## config.mk

```make
export PLATFORM = sky130hd
export DESIGN_NAME = sfc_frame_regs
export DESIGN_NICKNAME = d
export VERILOG_FILES = /design/src/core/sfc_pkg.sv /design/src/core/sfc_edge_sync.sv /design/src/core/sfc_frame_regs.sv
export SDC_FILE = /design/constraint.sdc
export NUM_CORES = 1
export LEC_CHECK = 0
export BUFFER_PORTS_ARGS = -buffer_cell sky130_fd_sc_hd__buf_2
export CAP_MARGIN = 20
export CORE_ASPECT_RATIO = 0.8
export CORE_UTILIZATION = 36
export DETAILED_ROUTE_END_ITERATION = 10
export GPL_ROUTABILITY_DRIVEN = 0
export GPL_TIMING_DRIVEN = 0
export PLACE_DENSITY = 0.71
export SYNTH_ARGS = -nofsm -noshare
export SYNTH_HDL_FRONTEND = slang
export SYNTH_SLANG_ARGS = --single-unit
export TNS_END_PERCENT = 5
```

## constraint.sdc

```tcl
create_clock -name clk_sys -period 4.7 [get_ports clk_sys]
set_clock_uncertainty 0.2 [all_clocks]
set_input_delay 0.235 -clock clk_sys [delete_from_list [all_inputs] [get_ports clk_sys]]
set_output_delay 0.235 -clock clk_sys [all_outputs]
set_load 0.05 [all_outputs]
```

## src/core/sfc_pkg.sv

```systemverilog
package sfc_pkg;
    // register indices (byte address = index * 4)
    localparam logic [23:0] FRAME_COMMAND_IDX = 24'hFFE261;
    localparam logic [23:0] PORT_CONTROL_IDX  = 24'hFFE262;
    localparam logic [23:0] IRQ_STATUS_IDX    = 24'hFFE270;
    localparam logic [23:0] IRQ_MASK_IDX      = 24'hFFE271;
    localparam logic [23:0] LINK_STATUS_IDX   = 24'hFFE272;
    // frame command fields
    localparam int SEL_VALUE_BIT = 0;
    localparam int TX_EOF_BIT    = 1;
    localparam logic [7:0] FRAME_COMMAND_MASK  = 8'h03;
    localparam logic [7:0] FRAME_COMMAND_RESET = 8'h00;
    // port control fields
    localparam int EN_DIR_LO_BIT    = 0;
    localparam int MASTER_EN_BIT    = 1;
    localparam int WIRED_OR_BIT     = 2;
    localparam int CLK_POL_BIT      = 3;
    localparam int PHASE_BIT        = 4;
    localparam int BAUD_GEN_BIT     = 5;
    localparam int EN_DIR_HI_BIT    = 6;
    localparam int DATA_IRQ_EN_BIT  = 7;
    localparam logic [7:0] PORT_CONTROL_RESET = 8'h00;
    // interrupt status layout
    localparam int IRQ_TX_EMPTY  = 0;
    localparam int IRQ_RX_FULL   = 1;
    localparam int IRQ_UNDERRUN  = 2;
    localparam int IRQ_COLLISION = 3;
    localparam int IRQ_ABORT     = 4;
    localparam int IRQ_OVERRUN   = 5;
    localparam int IRQ_FRAME_END = 6;
    localparam logic [7:0] IRQ_VALID_MASK = 8'h7F;
    localparam logic [7:0] IRQ_RESET      = 8'h00;
    // bits per serial byte
    localparam logic [3:0] BYTE_BITS = 4'h8;
    // enable/direction modes {hi,lo}
    typedef enum logic [1:0] {
        MODE_OFF  = 2'h0,
        MODE_RX   = 2'h1,
        MODE_TX   = 2'h2,
        MODE_TXRX = 2'h3
    } sfc_mode_e;
endpackage

```

## src/core/sfc_edge_sync.sv

```systemverilog
`timescale 1ns/1ps
`default_nettype none
module sfc_edge_sync (
    // clock and reset
    input  wire logic clk_sys,
    input  wire logic rst_n,
    // raw asynchronous level
    input  wire logic asyncIn,
    // synchronised level and edges
    output logic      levelOut,
    output logic      riseOut,
    output logic      fallOut
);
    logic meta_q, meta_d;
    logic sync_q, sync_d;
    logic prev_q, prev_d;

    // next values: meta only feeds sync
    always_comb begin
        meta_d = asyncIn;
        sync_d = meta_q;
        prev_d = sync_q;
    end

    // two-stage synchroniser plus history
    always_ff @(posedge clk_sys) begin
        if (!rst_n) begin
            meta_q <= 1'b0;
            sync_q <= 1'b0;
            prev_q <= 1'b0;
        end else begin
            meta_q <= meta_d;
            sync_q <= sync_d;
            prev_q <= prev_d;
        end
    end

    assign levelOut = sync_q;
    assign riseOut  = sync_q & ~prev_q;
    assign fallOut  = ~sync_q & prev_q;
endmodule
`default_nettype wire

```

## src/core/sfc_frame_regs.sv

```systemverilog
// Contract
// RQ1: in master mode with select as output, frame command drives select pin.
// RQ2: end-of-frame and select value set by bus writes and by DMA inputs.
// RQ3: frame command bits seven to two read zero, read-only.
// RQ4: end-of-frame bit marks pending transmit byte as the frame's last.
// RQ5: after last byte shifts out, select changes and end-of-frame self-clears; here both hold if dmaEofSync pulses in that same cycle.
// RQ6: end-of-frame zero means not last byte, one means last byte.
// RQ7: with select as output, writing bit zero sets the select pin level.
// RQ8: control register fully read-write, reset zero, with fixed bit layout.
// RQ9: enable/direction bits: 00 off, 01 rx, 10 tx, 11 both.
// RQ10: DMA eof with last byte write sets end-of-frame; after send both clear; here neither clears if dmaEofSync pulses as the byte ends.
// RQ11: clock polarity zero idles clock low, one idles it high.
// RQ12: data irq enable zero blocks data interrupts, errors still interrupt.
// RQ13: writes to reserved frame command bits are ignored.
// RQ14: DMA and bus writing together resolve by one fixed priority.
`timescale 1ns/1ps
`default_nettype none
module sfc_frame_regs
    import sfc_pkg::*;
(
    // system clock and synchronous reset
    input  wire logic        clk_sys,
    input  wire logic        rst_n,
    // wishbone classic slave
    input  wire logic        wb_cyc_i,
    input  wire logic        wb_stb_i,
    input  wire logic        wb_we_i,
    input  wire logic [25:0] wb_adr_i,
    input  wire logic [3:0]  wb_sel_i,
    input  wire logic [31:0] wb_dat_i,
    output logic [31:0]      wb_dat_o,
    output logic             wb_ack_o,
    output logic             wb_err_o,
    // dma command inputs, one-cycle strobes
    input  wire logic        dmaSelWr,
    input  wire logic        dmaSelValue,
    input  wire logic        dmaEofSync,
    // status events from the shifter, one-cycle pulses
    input  wire logic        txEmptyEvt,
    input  wire logic        rxFullEvt,
    input  wire logic        underrunEvt,
    input  wire logic        collisionEvt,
    input  wire logic        abortEvt,
    input  wire logic        overrunEvt,
    // select pin direction from mode register
    input  wire logic        selectPinDirection,
    // serial clock from the link, asynchronous
    input  wire logic        sckIn,
    // select pin
    output logic             selectOut,
    output logic             selectOe,
    // decoded control
    output logic [1:0]       modeOut,
    output logic             sckIdleLevel,
    output logic             phaseOut,
    output logic             baudGenControl,
    output logic             wiredOrOut,
    output logic             masterEnable,
    output logic             frameDoneOut,
    // interrupt
    output logic             irqOut
);
    import sfc_pkg::*;

    logic [7:0]  frameCmd_q, frameCmd_d;
    logic [7:0]  portCtl_q, portCtl_d;
    logic [7:0]  irqStat_q, irqStat_d;
    logic [7:0]  irqMask_q, irqMask_d;
    logic [3:0]  bitCnt_q, bitCnt_d;
    logic        ack_q, ack_d;
    logic        err_q, err_d;
    logic [31:0] rdat_q, rdat_d;
    logic        selOut_q, selOut_d;
    logic        selOe_q, selOe_d;
    logic        irq_q, irq_d;
    logic        done_q, done_d;
    logic        sckLevel, sckRise, sckFall;
    logic        sampleEdge;
    logic        byteDone;
    logic        lastByteDone;
    logic        busReq;
    logic        busWr;
    logic        hitFrame, hitCtl, hitStat, hitMask, hitLink, hitAny;
    logic [7:0]  wrByte;
    logic [7:0]  events;
    logic [7:0]  irqGated;

    // match a register index against the word address
    function automatic logic regHit(input logic [25:0] adr,
                                    input logic [23:0] idx);
        regHit = (adr[25:2] == idx) && (adr[1:0] == 2'h0);
    endfunction

    // serial clock crosses through a two-flop synchroniser
    sfc_edge_sync u_sck_sync (
        .clk_sys  (clk_sys),
        .rst_n    (rst_n),
        .asyncIn  (sckIn),
        .levelOut (sckLevel),
        .riseOut  (sckRise),
        .fallOut  (sckFall)
    );

    // bus request decode; ack_q and err_q gap ensures one answer per request
    always_comb begin
        busReq   = wb_cyc_i & wb_stb_i & ~ack_q & ~err_q;
        busWr    = busReq & wb_we_i & wb_sel_i[0];
        hitFrame = regHit(wb_adr_i, FRAME_COMMAND_IDX);
        hitCtl   = regHit(wb_adr_i, PORT_CONTROL_IDX);
        hitStat  = regHit(wb_adr_i, IRQ_STATUS_IDX);
        hitMask  = regHit(wb_adr_i, IRQ_MASK_IDX);
        hitLink  = regHit(wb_adr_i, LINK_STATUS_IDX);
        hitAny   = hitFrame | hitCtl | hitStat | hitMask | hitLink;
        wrByte   = wb_dat_i[7:0];
    end

    // sample edge depends on polarity and phase, 8 edges make a byte
    always_comb begin
        sampleEdge = (portCtl_q[CLK_POL_BIT] ^ portCtl_q[PHASE_BIT])
                     ? sckFall : sckRise; // RQ11
        bitCnt_d = bitCnt_q;
        byteDone = 1'b0;
        if (!selOut_q || !portCtl_q[MASTER_EN_BIT]) begin
            bitCnt_d = 4'h0;
        end else if (sampleEdge) begin
            if (bitCnt_q == BYTE_BITS - 4'h1) begin
                bitCnt_d = 4'h0;
                byteDone = 1'b1;
            end else begin
                bitCnt_d = bitCnt_q + 4'h1;
            end
        end
        lastByteDone = byteDone & frameCmd_q[TX_EOF_BIT]; // RQ4 RQ6
    end

    // frame command next value: dma wins over a bus write, shifter wins last unless dmaEofSync is set
    always_comb begin
        frameCmd_d = frameCmd_q;
        if (busWr && hitFrame) begin
            frameCmd_d = wrByte & FRAME_COMMAND_MASK; // RQ2 RQ7 RQ13
        end
        if (dmaSelWr) begin
            frameCmd_d[SEL_VALUE_BIT] = dmaSelValue; // RQ2 RQ14
        end
        if (dmaEofSync) begin
            frameCmd_d[TX_EOF_BIT] = 1'b1; // RQ10 RQ14
        end
        if (lastByteDone && !dmaEofSync) begin
            // frame closed: deassert select and clear end-of-frame
            frameCmd_d[SEL_VALUE_BIT] = 1'b0; // RQ5 RQ10
            frameCmd_d[TX_EOF_BIT]    = 1'b0; // RQ5
        end
        frameCmd_d[7:2] = 6'h00; // RQ3
    end

    // control register, all bits plain read-write
    always_comb begin
        portCtl_d = portCtl_q;
        if (busWr && hitCtl) begin
            portCtl_d = wrByte; // RQ8
        end
    end

    // events: data interrupts gated by data irq enable, errors never
    always_comb begin
        events = 8'h00;
        events[IRQ_TX_EMPTY]  = txEmptyEvt & portCtl_q[DATA_IRQ_EN_BIT]
                                & portCtl_q[EN_DIR_HI_BIT]; // RQ12 RQ9
        events[IRQ_RX_FULL]   = rxFullEvt & portCtl_q[DATA_IRQ_EN_BIT]
                                & portCtl_q[EN_DIR_LO_BIT]; // RQ12 RQ9
        events[IRQ_UNDERRUN]  = underrunEvt; // RQ12
        events[IRQ_COLLISION] = collisionEvt;
        events[IRQ_ABORT]     = abortEvt;
        events[IRQ_OVERRUN]   = overrunEvt;
        events[IRQ_FRAME_END] = lastByteDone;
        irqStat_d = irqStat_q;
        if (busWr && hitStat) begin
            irqStat_d = irqStat_q & ~wrByte;
        end
        // set wins over a clear in the same cycle
        irqStat_d = (irqStat_d | events) & IRQ_VALID_MASK;
        irqMask_d = irqMask_q;
        if (busWr && hitMask) begin
            irqMask_d = wrByte & IRQ_VALID_MASK;
        end
        irqGated = irqStat_d & irqMask_d;
        irq_d    = |irqGated;
    end

    // select pin: driven from frame command when master and output
    always_comb begin
        selOe_d  = portCtl_d[MASTER_EN_BIT] & selectPinDirection; // RQ1
        // active-high pin: value bit one asserts the select
        selOut_d = frameCmd_d[SEL_VALUE_BIT]; // RQ1 RQ7
        done_d   = lastByteDone;
    end

    // read mux and single-cycle answer; unmapped answers with err
    always_comb begin
        ack_d  = 1'b0;
        err_d  = 1'b0;
        rdat_d = 32'h0000_0000;
        if (busReq) begin
            ack_d = hitAny;
            err_d = ~hitAny;
            if (hitFrame) begin
                rdat_d[7:0] = frameCmd_q & FRAME_COMMAND_MASK; // RQ3
            end else if (hitCtl) begin
                rdat_d[7:0] = portCtl_q;
            end else if (hitStat) begin
                rdat_d[7:0] = irqStat_q;
            end else if (hitMask) begin
                rdat_d[7:0] = irqMask_q;
            end else if (hitLink) begin
                rdat_d[7:0] = {3'h0, bitCnt_q, sckLevel};
            end
        end
    end

    // register everything
    always_ff @(posedge clk_sys) begin
        if (!rst_n) begin
            frameCmd_q <= FRAME_COMMAND_RESET;
            portCtl_q  <= PORT_CONTROL_RESET; // RQ8
            irqStat_q  <= IRQ_RESET;
            irqMask_q  <= IRQ_RESET;
            bitCnt_q   <= 4'h0;
            ack_q      <= 1'b0;
            err_q      <= 1'b0;
            rdat_q     <= 32'h0000_0000;
            selOut_q   <= 1'b0;
            selOe_q    <= 1'b0;
            irq_q      <= 1'b0;
            done_q     <= 1'b0;
        end else begin
            frameCmd_q <= frameCmd_d;
            portCtl_q  <= portCtl_d;
            irqStat_q  <= irqStat_d;
            irqMask_q  <= irqMask_d;
            bitCnt_q   <= bitCnt_d;
            ack_q      <= ack_d;
            err_q      <= err_d;
            rdat_q     <= rdat_d;
            selOut_q   <= selOut_d;
            selOe_q    <= selOe_d;
            irq_q      <= irq_d;
            done_q     <= done_d;
        end
    end

    // outputs straight from flops
    assign wb_dat_o       = rdat_q;
    assign wb_ack_o       = ack_q;
    assign wb_err_o       = err_q;
    assign selectOut      = selOut_q;
    assign selectOe       = selOe_q;
    assign modeOut        = {portCtl_q[EN_DIR_HI_BIT],
                             portCtl_q[EN_DIR_LO_BIT]}; // RQ9
    assign sckIdleLevel   = portCtl_q[CLK_POL_BIT]; // RQ11
    assign phaseOut       = portCtl_q[PHASE_BIT];
    assign baudGenControl = portCtl_q[BAUD_GEN_BIT];
    assign wiredOrOut     = portCtl_q[WIRED_OR_BIT];
    assign masterEnable   = portCtl_q[MASTER_EN_BIT];
    assign frameDoneOut   = done_q;
    assign irqOut         = irq_q;
endmodule
`default_nettype wire

```

Word-level counts from Yosys, hierarchy flattened:

Index checks and enable logic that the tools add are counted.

* bits in latches: 0
* logic and storage cells: 92
* ROM bits: 0
* output and inout bits: 45
* bits in writable memories: 0
* register bits after elaboration: 69
* input bits: 78
* memories: 0

* reduce and logical (&&, ||, !) cells: 21
* shifts and indexed selects: 0
* add/subtract/negate cells: 1
* bitwise gates (word level): 29
* muxes and demuxes: 17
* magnitude comparators: 0
* equality and inequality tests: 6
* div/mod/pow operators: 0
* multipliers: 0

Operators by type and width (number)
* $eq 24x24->1 const B: 5
* $mux 8: 5
* $and 1x1->1: 13
* $logic_and 1x1->1: 10
* $and 7x8->8: 1
* $reduce_or 8->1: 1
* $and 7x7->7: 1
* $mux 1: 7
* $mux 7: 1
* $not 1->1: 7
* $not 7->7: 1
* $or 7x7->7: 1
* $mux 5: 1
* $add 4x1->4 const B: 1
* $eq 4x3->1 const B: 1
* $mux 2: 2
* $mux 4: 1
* $or 1x1->1: 4
* $reduce_or 2->1: 2
* $logic_not 1->1: 3
* $reduce_or 3->1: 1
* $logic_not 2->1: 1
* $reduce_and 2->1: 1
* $reduce_bool 2->1: 1
* 2 further kinds: 2

Longest topological paths before layout:

Gate-level depths: netlist of the first run.

* depth after elaboration: 10
* gate-level depth with buffers: 7

Modules after synthesis:

A second synthesis of the first run with hierarchy kept.

* cell total of the unflattened synthesis: 246
* area, all modules: 2165.8 sq um

By module, submodules not included
* sfc_frame_regs: instances 1, cells an instance 238, area each 2074.5 sq um
* sfc_edge_sync: instances 1, cells an instance 8, area each 91.3 sq um

Worst setup path after synthesis of the first run:

Ideal clock, no wire load.

* kind: input to register
* start: input wb_adr_i[5]
* end: register irq_q, in the netlist irqOut
* stages: 7
* arrival: 2.496 ns
* required time: 4.365 ns
* path slack: 1.870 ns
* path buffers: 1
* path through: or4b_1 > or4_1 > buf_2 > nor4_4 > mux2_2 > a22oi_1 > a41oi_2

* cells in the longest elaborated chain, start to end: 7
* elaborated cells between the ends (all ways): 11

RTL lines
* from (decl): RTL line sfc_frame_regs.sv:28 `input wire logic [25:0] wb_adr_i,`
* $eq 24x24->1: RTL line sfc_frame_regs.sv:91 `regHit = (adr[25:2] == idx) && (adr[1:0] == 2'h0);`
* $logic_and 1x1->1: RTL line sfc_frame_regs.sv:91
* $logic_and 1x1->1: RTL line sfc_frame_regs.sv:177 `if (busWr && hitStat) begin`
* $mux 7: RTL line sfc_frame_regs.sv:177
* $or 7x7->7: RTL line sfc_frame_regs.sv:181 `irqStat_d = (irqStat_d | events) & IRQ_VALID_MASK;`
* $and 7x8->8 *: RTL line sfc_frame_regs.sv:186 `irqGated = irqStat_d & irqMask_d;`
* $reduce_or 8->1 *: RTL line sfc_frame_regs.sv:187 `irq_d = |irqGated;`
* to (signal assigned): RTL line sfc_frame_regs.sv:246 `irq_q <= irq_d;`
* to (decl): RTL line sfc_frame_regs.sv:75 `logic irq_q, irq_d;`

Every way passes the cells marked *; elsewhere a longest branch is shown, timed or not.
A chain may end at the register's enable or synchronous reset.

Worst setup path after layout of the first run:

* start: register err_q, in the netlist wb_err_o
* end: register irq_q, in the netlist irqOut

* cells in the longest elaborated chain, start to end: 9
* elaborated cells between the ends (all ways): 11

RTL lines
* from (decl): RTL line sfc_frame_regs.sv:71 `logic err_q, err_d;`
* from (signal assigned): RTL line sfc_frame_regs.sv:242 `err_q <= err_d;`
* $not 1->1 *: RTL line sfc_frame_regs.sv:106 `busReq = wb_cyc_i & wb_stb_i & ~ack_q & ~err_q;`
* $and 1x1->1 *: RTL line sfc_frame_regs.sv:106
* $and 1x1->1 * (2 in series): RTL line sfc_frame_regs.sv:107 `busWr = busReq & wb_we_i & wb_sel_i[0];`
* $logic_and 1x1->1: RTL line sfc_frame_regs.sv:177
* $mux 7: RTL line sfc_frame_regs.sv:177
* $or 7x7->7: RTL line sfc_frame_regs.sv:181
* $and 7x8->8 *: RTL line sfc_frame_regs.sv:186
* $reduce_or 8->1 *: RTL line sfc_frame_regs.sv:187

Marked as above.

==> results.cfg, run 1 <==
[timing]
final_max_slew_viol_count = 0
rsz0062_at_grt = no
setup_viol = 0
timing.hold.ws_ns = 0.0139
max_freq_mhz = 338
setup_tns_ns = 0
hold_viol = 0
period_minus_slack_ns = 2.96
relSlewSlack_pct = 59.8
worst_pin_slew_ns = 0.599
post-route-period-util_pct = 62.9

[route]
wirelength_um = 5410
vias = 1963
dr.pass1.iters = 4
postRouteAntennaNets = 0
routedWlPerCell_um = 12.6
drc = 0
drt_first_iter_violations = 129
routed_via_density = 4.57

[placement]
port-buffer-count = 70
hpwl_um = 4320

[cts]
cts_root_buffer = clkbuf_8
clkTransAtPathRegs_ns = 0.08
clock_sinks = 44
clockBufferDepth = 2
clk_latency_ns = 0.29
postCtsSetupBuffers = 0
htreeDepth = 2
cts_tree = yes
numCtsBuffers = 5

[worst_setup_path]
slowest_stage = nor4_4
cp-end-kind = flip-flop
start_kind = flip-flop
crit_chain = nor4bb_1, nand3_1, nor4_4, mux2_1, a22oi_1, a41oi_2
critical_path_class = reg -> reg
cp_max_fo = 7
cp.required_ns = 4.66
cp.arrival_ns = 2.92
crit_family = simple AND/OR/NAND/NOR gates
cpPeakStageDelay_ns = 0.63
critPathBufInv = 0

[synth]
yosys_most_used_dff = dfxtp_1
ys_async_sr_fraction_pct = 0
ys_seq_area_share_pct = 39.9
synth-edff-count = 0
avgSynthCellArea_sq_um = 8.93
synthCells = 247
yosys_warnings = 0
synth.cell_area_sq_um = 2210
synth-seq-cells = 44
ys_types = 43

[cells_and_area]
diodes = 0
layout_commonest_cell = buf_2
area_growth_pct = 28.8
drive_above_1_share_pct = 35.2
layout.nets = 428
final_cell_mix = 71 x buf_2, 44 x dfxtp_1, 26 x buf_4

[floorplan]
die_w_um = 89.5
core_region_area_sq_um = 5910
die-area_sq_um = 6450
pin_count = 123
dieHeight_um = 72.0
start_util_pct = 37.3
row_count = 25

[power]
powerDensity_nw_per_um2 = 253
p_leak_nw = 1.32
ir_drop_mv = 0.153

[global_route]
grt_max_degree = 13
antenna_found_initial = 0
grt_pass1_vias = 1730
track_usage_pct = 17.7
grt_pass1_wl_um = 8450
grt_overflow = 0

[min_path]
hp-class = in -> reg

[run]
maxCapViolCount = 0

[outcome]
status = finished, final reports clean
-- final timing paths --
kind	startpoint	endpoint	slack (ns)	cells after the start
hold / removal	wb_dat_i[7]	portCtl_q[7]$_SDFFE_PN0P_	0.01	3
setup / recovery	wb_err_o$_SDFF_PN0_	irqOut$_SDFF_PN0_	1.74	6
setup reg to reg	wb_err_o$_SDFF_PN0_	irqOut$_SDFF_PN0_	1.74	6
hold reg to reg	u_sck_sync.meta_q$_SDFF_PN0_	u_sck_sync.levelOut$_SDFF_PN0_	0.27	1
-- timing repair --
action | in CTS | in global routing
hold buffers | 2 | 0
endpoints found under the hold margin | 2 | 0
resized for setup | 0 | 0
-- cell type report --
cell class | instances | area (sq um)
plain buffers | 34 | 226
clock buffers | 6 | 72.6
clock inverters | 1 | 5.00
fillers | 606 | 3070
inverters | 10 | 37.5
multi-input cells | 182 | 1150
flip-flops and latches | 44 | 881
well taps | 81 | 101
repair buffers | 72 | 370
-- sequential cells by signal, indices dropped and copies added, names as in the netlist, 2 cells and up --
name and cells:
frameCmd_q 2, irqStat_q 7, wb_dat_o 8, portCtl_q 8, irqMask_q 7, bitCnt_q 4
-- worst reg2reg max path: stages (launching register included) --
cell and delay, ns:
dfxtp_1 0.31, nor4bb_1 0.54, nand3_1 0.31, nor4_4 0.63, mux2_1 0.41, a22oi_1 0.26, a41oi_2 0.16
-- metal layers --
metal | part of all wire [%] | track usage, % | up-vias
met1 | 48 | 25.3 | 887
met5 | 0 | 0 | -
li1 | - | - | 1011
met2 | 45 | 27.1 | 60
met4 | 0.65 | 4.23 | 0
met3 | 6.1 | 4.10 | 5
-- cells by family (layout without fill, tap and decap cells) --
family,count (synthesis),in the layout,share of synthesized area [%]
muxes,22,22,10.9
other,1,24,0.170
and+or+nand+nor,97,97,24.9
adders and majority gates,1,1,0.567
DFF,44,44,39.9
AOI/OAI and AO/OA,36,36,10.7
xor gates and xnor gates,2,2,0.794
buffers and inverters,44,123,12.0
-- report_power, final --
group	total (mW)	switching (mW)	internal (mW)
combinational	0.117	0.0758	0.0415
clock	0.221	0.120	0.101
sequential	0.381	0.00329	0.377
total	0.719	0.199	0.520
-- synthesized netlist by cell type (3+ instances only) --
cell type | n | share of area, %
and2_1 | 16 | 4.5
buf_4 | 26 | 8.8
clkbuf_1 | 7 | 1.2
and3_1 | 4 | 1.1
o21ai_0 | 4 | 0.91
inv_1 | 10 | 1.7
mux2_2 | 16 | 8.2
nand4_1 | 3 | 0.85
dfxtp_1 | 44 | 40
nand3_1 | 12 | 2.7
nand2b_1 | 3 | 0.85
a21oi_1 | 10 | 2.3
a31oi_1 | 4 | 1.1
nor2_1 | 22 | 3.7
nand2_1 | 17 | 2.9
a22oi_1 | 9 | 3.1
mux2i_1 | 5 | 2.3
-- per-stage QoR --
step | area [sq um] | worst slack (ns) | power (mW) | cells | utilization (%)
floorplan | 2290 | 1.87 | 0.472 | 270 | -
global placement | 2740 | 1.50 | 0.503 | 421 | 46.4
detailed placement | 2740 | 1.45 | 0.504 | 421 | 46.4
CTS | 2840 | 1.73 | 0.721 | 430 | 48.1
global route | 2840 | 1.62 | 0.753 | 430 | 48.1
finish | 2840 | 1.74 | 0.719 | 430 | 48.1
Note: power is estimated with default switching activity, not from simulation.
==> run 2: changes to the inputs <==
==> constraint.sdc (replaced) <==
create_clock -name clk_sys -period 2.8 [get_ports clk_sys]
set_clock_uncertainty 0.2 [all_clocks]
set_input_delay 0.14 -clock clk_sys [delete_from_list [all_inputs] [get_ports clk_sys]]
set_output_delay 0.14 -clock clk_sys [all_outputs]
set_load 0.05 [all_outputs]
==> run 2 against run 1 <==
  * Non-clock buffer count up 13
  * First-iteration DRC count shrank 19%
  * Clock-buffer cell count unchanged
  * Via count up 1.7%
  * Critical path depth is 1 higher
  * Critical endpoint unchanged
  * Setup slack worse by 1.6 ns
  * Cell count is 3.0% higher
  * Worst hold slack improved by 0.0041 ns
  * Utilization is 2.3 points higher
  * Highest routed layer unchanged
  * Design area rose by 4.7%
  * Die area unchanged
==> results.cfg, run 2 (synthesized netlist as in run 1, its figures left out) <==
[cells_and_area]
stdcell_count = 443
final_cell_mix = 71 x buf_2, 44 x dfxtp_1, 27 x buf_4
layout_commonest_cell = buf_2
drive_above_1_share_pct = 34.5
area_growth_pct = 34.9
layout.nets = 441
diodes = 0
fin_util_pct = 50.3
final_cell_area_sq_um = 2980

[timing]
max_freq_mhz = 371
final_max_slew_viol_count = 0
timing.hold.ws_ns = 0.0179
relSlewSlack_pct = 64.2
setup_ws_ns = 0.104
post-route-period-util_pct = 96.3
rsz0062_at_grt = no
worst_pin_slew_ns = 0.537
setup_tns_ns = 0
period_minus_slack_ns = 2.70
setup_viol = 0
hold_viol = 0

[worst_setup_path]
cp.required_ns = 2.76
start_kind = flip-flop
slowest_stage = nor4bb_2
reg2reg_depth = 7
cp-startpoint = wb_err_o$_SDFF_PN0_
crit_family = simple AND/OR/NAND/NOR gates
cp.arrival_ns = 2.66
cp.depth = 7
cp-end-kind = flip-flop
crit_chain = nor4bb_2, nand3_1, nor4_4, buf_4, mux2_1, a22oi_1, a41oi_2
critPathBufInv = 1
cpPeakStageDelay_ns = 0.44
timing.rr.start = wb_err_o$_SDFF_PN0_
critical_path_class = reg -> reg
cp_max_fo = 7

[cts]
numCtsBuffers = 5
clkTransAtPathRegs_ns = 0.08
htreeDepth = 2
clockBufferDepth = 2
clk_latency_ns = 0.29
clock_sinks = 44
cts_tree = yes
cts_root_buffer = clkbuf_8

[min_path]
min_delay_path_depth = 4
hp-class = in -> reg
min_from = wb_adr_i[3]

[route]
drt_first_iter_violations = 104
drc = 0
vias = 1996
routedWlPerCell_um = 12.4
dr.pass1.iters = 4
postRouteAntennaNets = 0
wirelength_um = 5480
routed_via_density = 4.51

[placement]
hpwl_um = 4320
port-buffer-count = 70
dp.cells = 421
dpl_worst_slack_ns = -0.358
placed_area_sq_um = 2740

[floorplan]
die_w_um = 89.5
dieHeight_um = 72.0
row_count = 25
core_region_area_sq_um = 5910
die-area_sq_um = 6450
start_util_pct = 37.3
pin_count = 123

[power]
p_int_mw = 0.884
ir_drop_mv = 0.258
p_leak_nw = 1.38
pwr-share-comb_pct = 17.2
swShare_pct = 27.5
p_sw_mw = 0.335
powerDensity_nw_per_um2 = 410
seqPwrFrac_pct = 52.4
power_frac_clock_pct = 30.3
total_power_mw = 1.22

[run]
maxCapViolCount = 0

[global_route]
track_usage_pct = 17.9
grt_overflow = 0
antenna_found_initial = 0
grt_pass1_vias = 1771
grt_pass1_wl_um = 8560
grt_max_degree = 13

[outcome]
status = finished, final reports clean
[run 2: worst reg2reg max path, cell delays in order (launching register included)]
cell and delay, ns:
dfxtp_1 0.32, nor4bb_2 0.44, nand3_1 0.29, nor4_4 0.33, buf_4 0.21, mux2_1 0.36, a22oi_1 0.25, a41oi_2 0.16
[run 2: power groups by stage]
stage | clock network (mW) | logic [mW] | registers, mW
after floorplan | 0 | 0.134 | 0.658
after global placement | 0 | 0.191 | 0.654
after detailed placement | 0 | 0.193 | 0.654
after CTS | 0.376 | 0.208 | 0.639
after global routing | 0.413 | 0.225 | 0.640
final | 0.370 | 0.210 | 0.639
[run 2: metal layers]
metal  track usage [%]  vias up  wire [um]
li1                  -     1033          -
met1              25.4      894       2630
met2              27.7       64       2450
met3              4.10        5        359
met4              4.23        0         35
met5                 0        -          0
[run 2: final cells by class]
class / count / area (sq um)
tap: 81 / 101
buffer: 34 / 226
sequential: 44 / 881
fill: 602 / 2940
inverter: 10 / 37.5
clock buffer: 6 / 72.6
timing repair buffer: 85 / 498
clock inverter: 1 / 5.00
multi-input combinational: 182 / 1150
[run 2: final timing paths]
path | end | slack (ns)
setup / recovery | irqOut$_SDFF_PN0_ | 0.10
hold / removal | wb_dat_o[1]$_SDFF_PN0_ | 0.02
setup reg to reg | irqOut$_SDFF_PN0_ | 0.10
hold reg to reg | u_sck_sync.levelOut$_SDFF_PN0_ | 0.26
[run 2: timing repair]
action / 4_1_cts / 5_1_grt
setup buffers: 1 / 0
endpoints found under the hold margin: 14 / 0
hold buffers: 14 / 0
resized for setup: 1 / 0
setup endpoints to repair: 1 / 0
==> run 3: changes to the inputs <==
--- a/config.mk
+++ b/config.mk
@@ -8,11 +8,11 @@
 export BUFFER_PORTS_ARGS = -buffer_cell sky130_fd_sc_hd__buf_2
 export CAP_MARGIN = 20
 export CORE_ASPECT_RATIO = 0.8
-export CORE_UTILIZATION = 36
+export CORE_UTILIZATION = 40
 export DETAILED_ROUTE_END_ITERATION = 10
 export GPL_ROUTABILITY_DRIVEN = 0
 export GPL_TIMING_DRIVEN = 0
-export PLACE_DENSITY = 0.71
+export PLACE_DENSITY = 0.8
 export SYNTH_ARGS = -nofsm -noshare
 export SYNTH_HDL_FRONTEND = slang
 export SYNTH_SLANG_ARGS = --single-unit
==> constraint.sdc (replaced) <==
create_clock -name clk_sys -period 2.16 [get_ports clk_sys]
set_clock_uncertainty 0.2 [all_clocks]
set_input_delay 0.324 -clock clk_sys [delete_from_list [all_inputs] [get_ports clk_sys]]
set_output_delay 0.324 -clock clk_sys [all_outputs]
set_load 0.05 [all_outputs]
==> run 3 against run 2 <==
  * The flow now finishes with violations (setup timing)
  * Combinational power is 22% higher
  * Sequential share of layout area is 0.62 points higher
  * Clock-buffer cell count stayed put
  * First-iteration DRC count is 52% higher
  * Cell count is 7.2% lower
  * Global-route usage is 1.9 points higher
  * Non-clock buffer count is 14 lower
  * Sequential power is 30% higher
  * Critical path type is now in -> reg
  * Via count is 2.3% higher
  * Register-to-register slack worse by 0.48 ns
  * Setup slack worse by 0.56 ns
==> results.cfg, run 3 (synthesized netlist as in run 1, its figures left out) <==
[worst_setup_path]
critical_path_class = in -> reg
crit_chain = buf_6, or4b_1, or4_4, buf_6, nor4_4, buf_12, mux2_4, a22oi_2, a41oi_2
cpMostUsedCell = buf_6
cpPeakStageDelay_ns = 0.50
cp-end-kind = flip-flop
critPathBufInv = 3
cp.arrival_ns = 2.60
cp_max_fo = 7
slowest_stage = or4b_1
start_kind = input pin
crit_family = simple AND/OR/NAND/NOR gates
cp.required_ns = 2.14

[timing]
final_max_slew_viol_count = 0
post-route-period-util_pct = 121
setup_viol = 34
max_freq_mhz = 382
hold_viol = 0
worst_pin_slew_ns = 0.554
period_minus_slack_ns = 2.62
setup_ws_ns = -0.457
rsz0062_at_grt = yes
relSlewSlack_pct = 63.0
timing.hold.ws_ns = 0.0248

[route]
routedWlPerCell_um = 13.6
postRouteAntennaNets = 0
drt_first_iter_violations = 158
dr.pass1.iters = 4
routed_via_density = 4.97
drc = 0
vias = 2041
wirelength_um = 5580

[power]
powerDensity_nw_per_um2 = 558
pwr-share-comb_pct = 15.8
p_int_mw = 1.17
seqPwrFrac_pct = 51.0
total_power_mw = 1.63
swShare_pct = 28.2
ir_drop_mv = 0.194
p_sw_mw = 0.458
power_frac_clock_pct = 33.3
p_leak_nw = 1.36

[cts]
clock_sinks = 44
ctsHoldBuffers = 0
cts_root_buffer = clkbuf_8
clockBufferDepth = 2
numCtsBuffers = 5
clk_latency_ns = 0.30
htreeDepth = 2
cts_tree = yes
clkTransAtPathRegs_ns = 0.08

[floorplan]
pin_count = 123
row_count = 23
core_region_area_sq_um = 5150
die-area_sq_um = 5820
die_w_um = 85.0
dieHeight_um = 68.4
start_util_pct = 42.8

[cells_and_area]
final_cell_mix = 69 x buf_2, 44 x dfxtp_1, 26 x buf_4
drive_above_1_share_pct = 39.8
area_growth_pct = 32.1
layout.nets = 427
final_cell_area_sq_um = 2910
fin_util_pct = 56.6
fillers = 455
stdcell_count = 411
diodes = 0
layout_commonest_cell = buf_2

[placement]
placed_area_sq_um = 2760
dp.cells = 402
port-buffer-count = 70
hpwl_um = 4270

[run]
maxCapViolCount = 0

[global_route]
grt_overflow = 0
grt_max_degree = 14
track_usage_pct = 19.8
grt_pass1_vias = 1868
grt_pass1_wl_um = 8670
antenna_found_initial = 0

[outcome]
status = complete, but fails checks
violations = setup timing

[min_path]
hp-class = in -> reg
-- run 3: final cells by class --
class                           count  area [sq um]  area share (%)
Buffer                             34           236            8.12
Clock buffer                        6          82.6            2.83
Clock inverter                      2          10.0           0.343
Inverter                           10          37.5            1.29
Multi-Input combinational cell    182          1210            41.6
Sequential cell                    44           881            30.2
Tap cell                           62          77.6            2.66
Timing Repair Buffer               71           377            12.9
-- run 3: power by group through the flow --
stage / clock network (mW) / logic [mW] / registers [mW]
final: 0.541 / 0.256 / 0.828
after global routing: 0.581 / 0.273 / 0.830
after CTS: 0.542 / 0.253 / 0.829
after detailed placement: 0 / 0.250 / 0.848
after global placement: 0 / 0.246 / 0.847
after floorplan: 0 / 0.175 / 0.852
-- run 3: worst paths after layout --
kind | depth (start not counted) | endpoint | from | slack [ns]
min | 2 | u_sck_sync.meta_q$_SDFF_PN0_ | sckIn | 0.02
max | 9 | irqOut$_SDFF_PN0_ | wb_adr_i[5] | -0.46
min reg2reg | 1 | u_sck_sync.levelOut$_SDFF_PN0_ | u_sck_sync.meta_q$_SDFF_PN0_ | 0.26
max reg2reg | 7 | irqOut$_SDFF_PN0_ | wb_err_o$_SDFF_PN0_ | -0.38
-- run 3: repair_timing --
item                                    CTS  global route
pin swaps                                 1             1
resized for setup                         6             5
setup buffers                             1             0
endpoints found under the setup margin   34            36
-- run 3: metal layers --
metal	vias to the layer above	global-route usage (%)	share of wire, %
li1	1007	-	-
met1	930	24.7	44
met2	92	32.3	47
met3	12	4.22	7.6
met4	0	11.0	2.0
met5	-	0	0
-- run 3: per-stage QoR --
step                      setup slack [ns]  TNS (ns)
after global routing                -0.525    -10.73
final                               -0.457     -7.03
after detailed placement             -1.07    -21.82
after floorplan                     -0.715    -10.66
after CTS                           -0.438     -6.84
after global placement               -1.04    -21.17
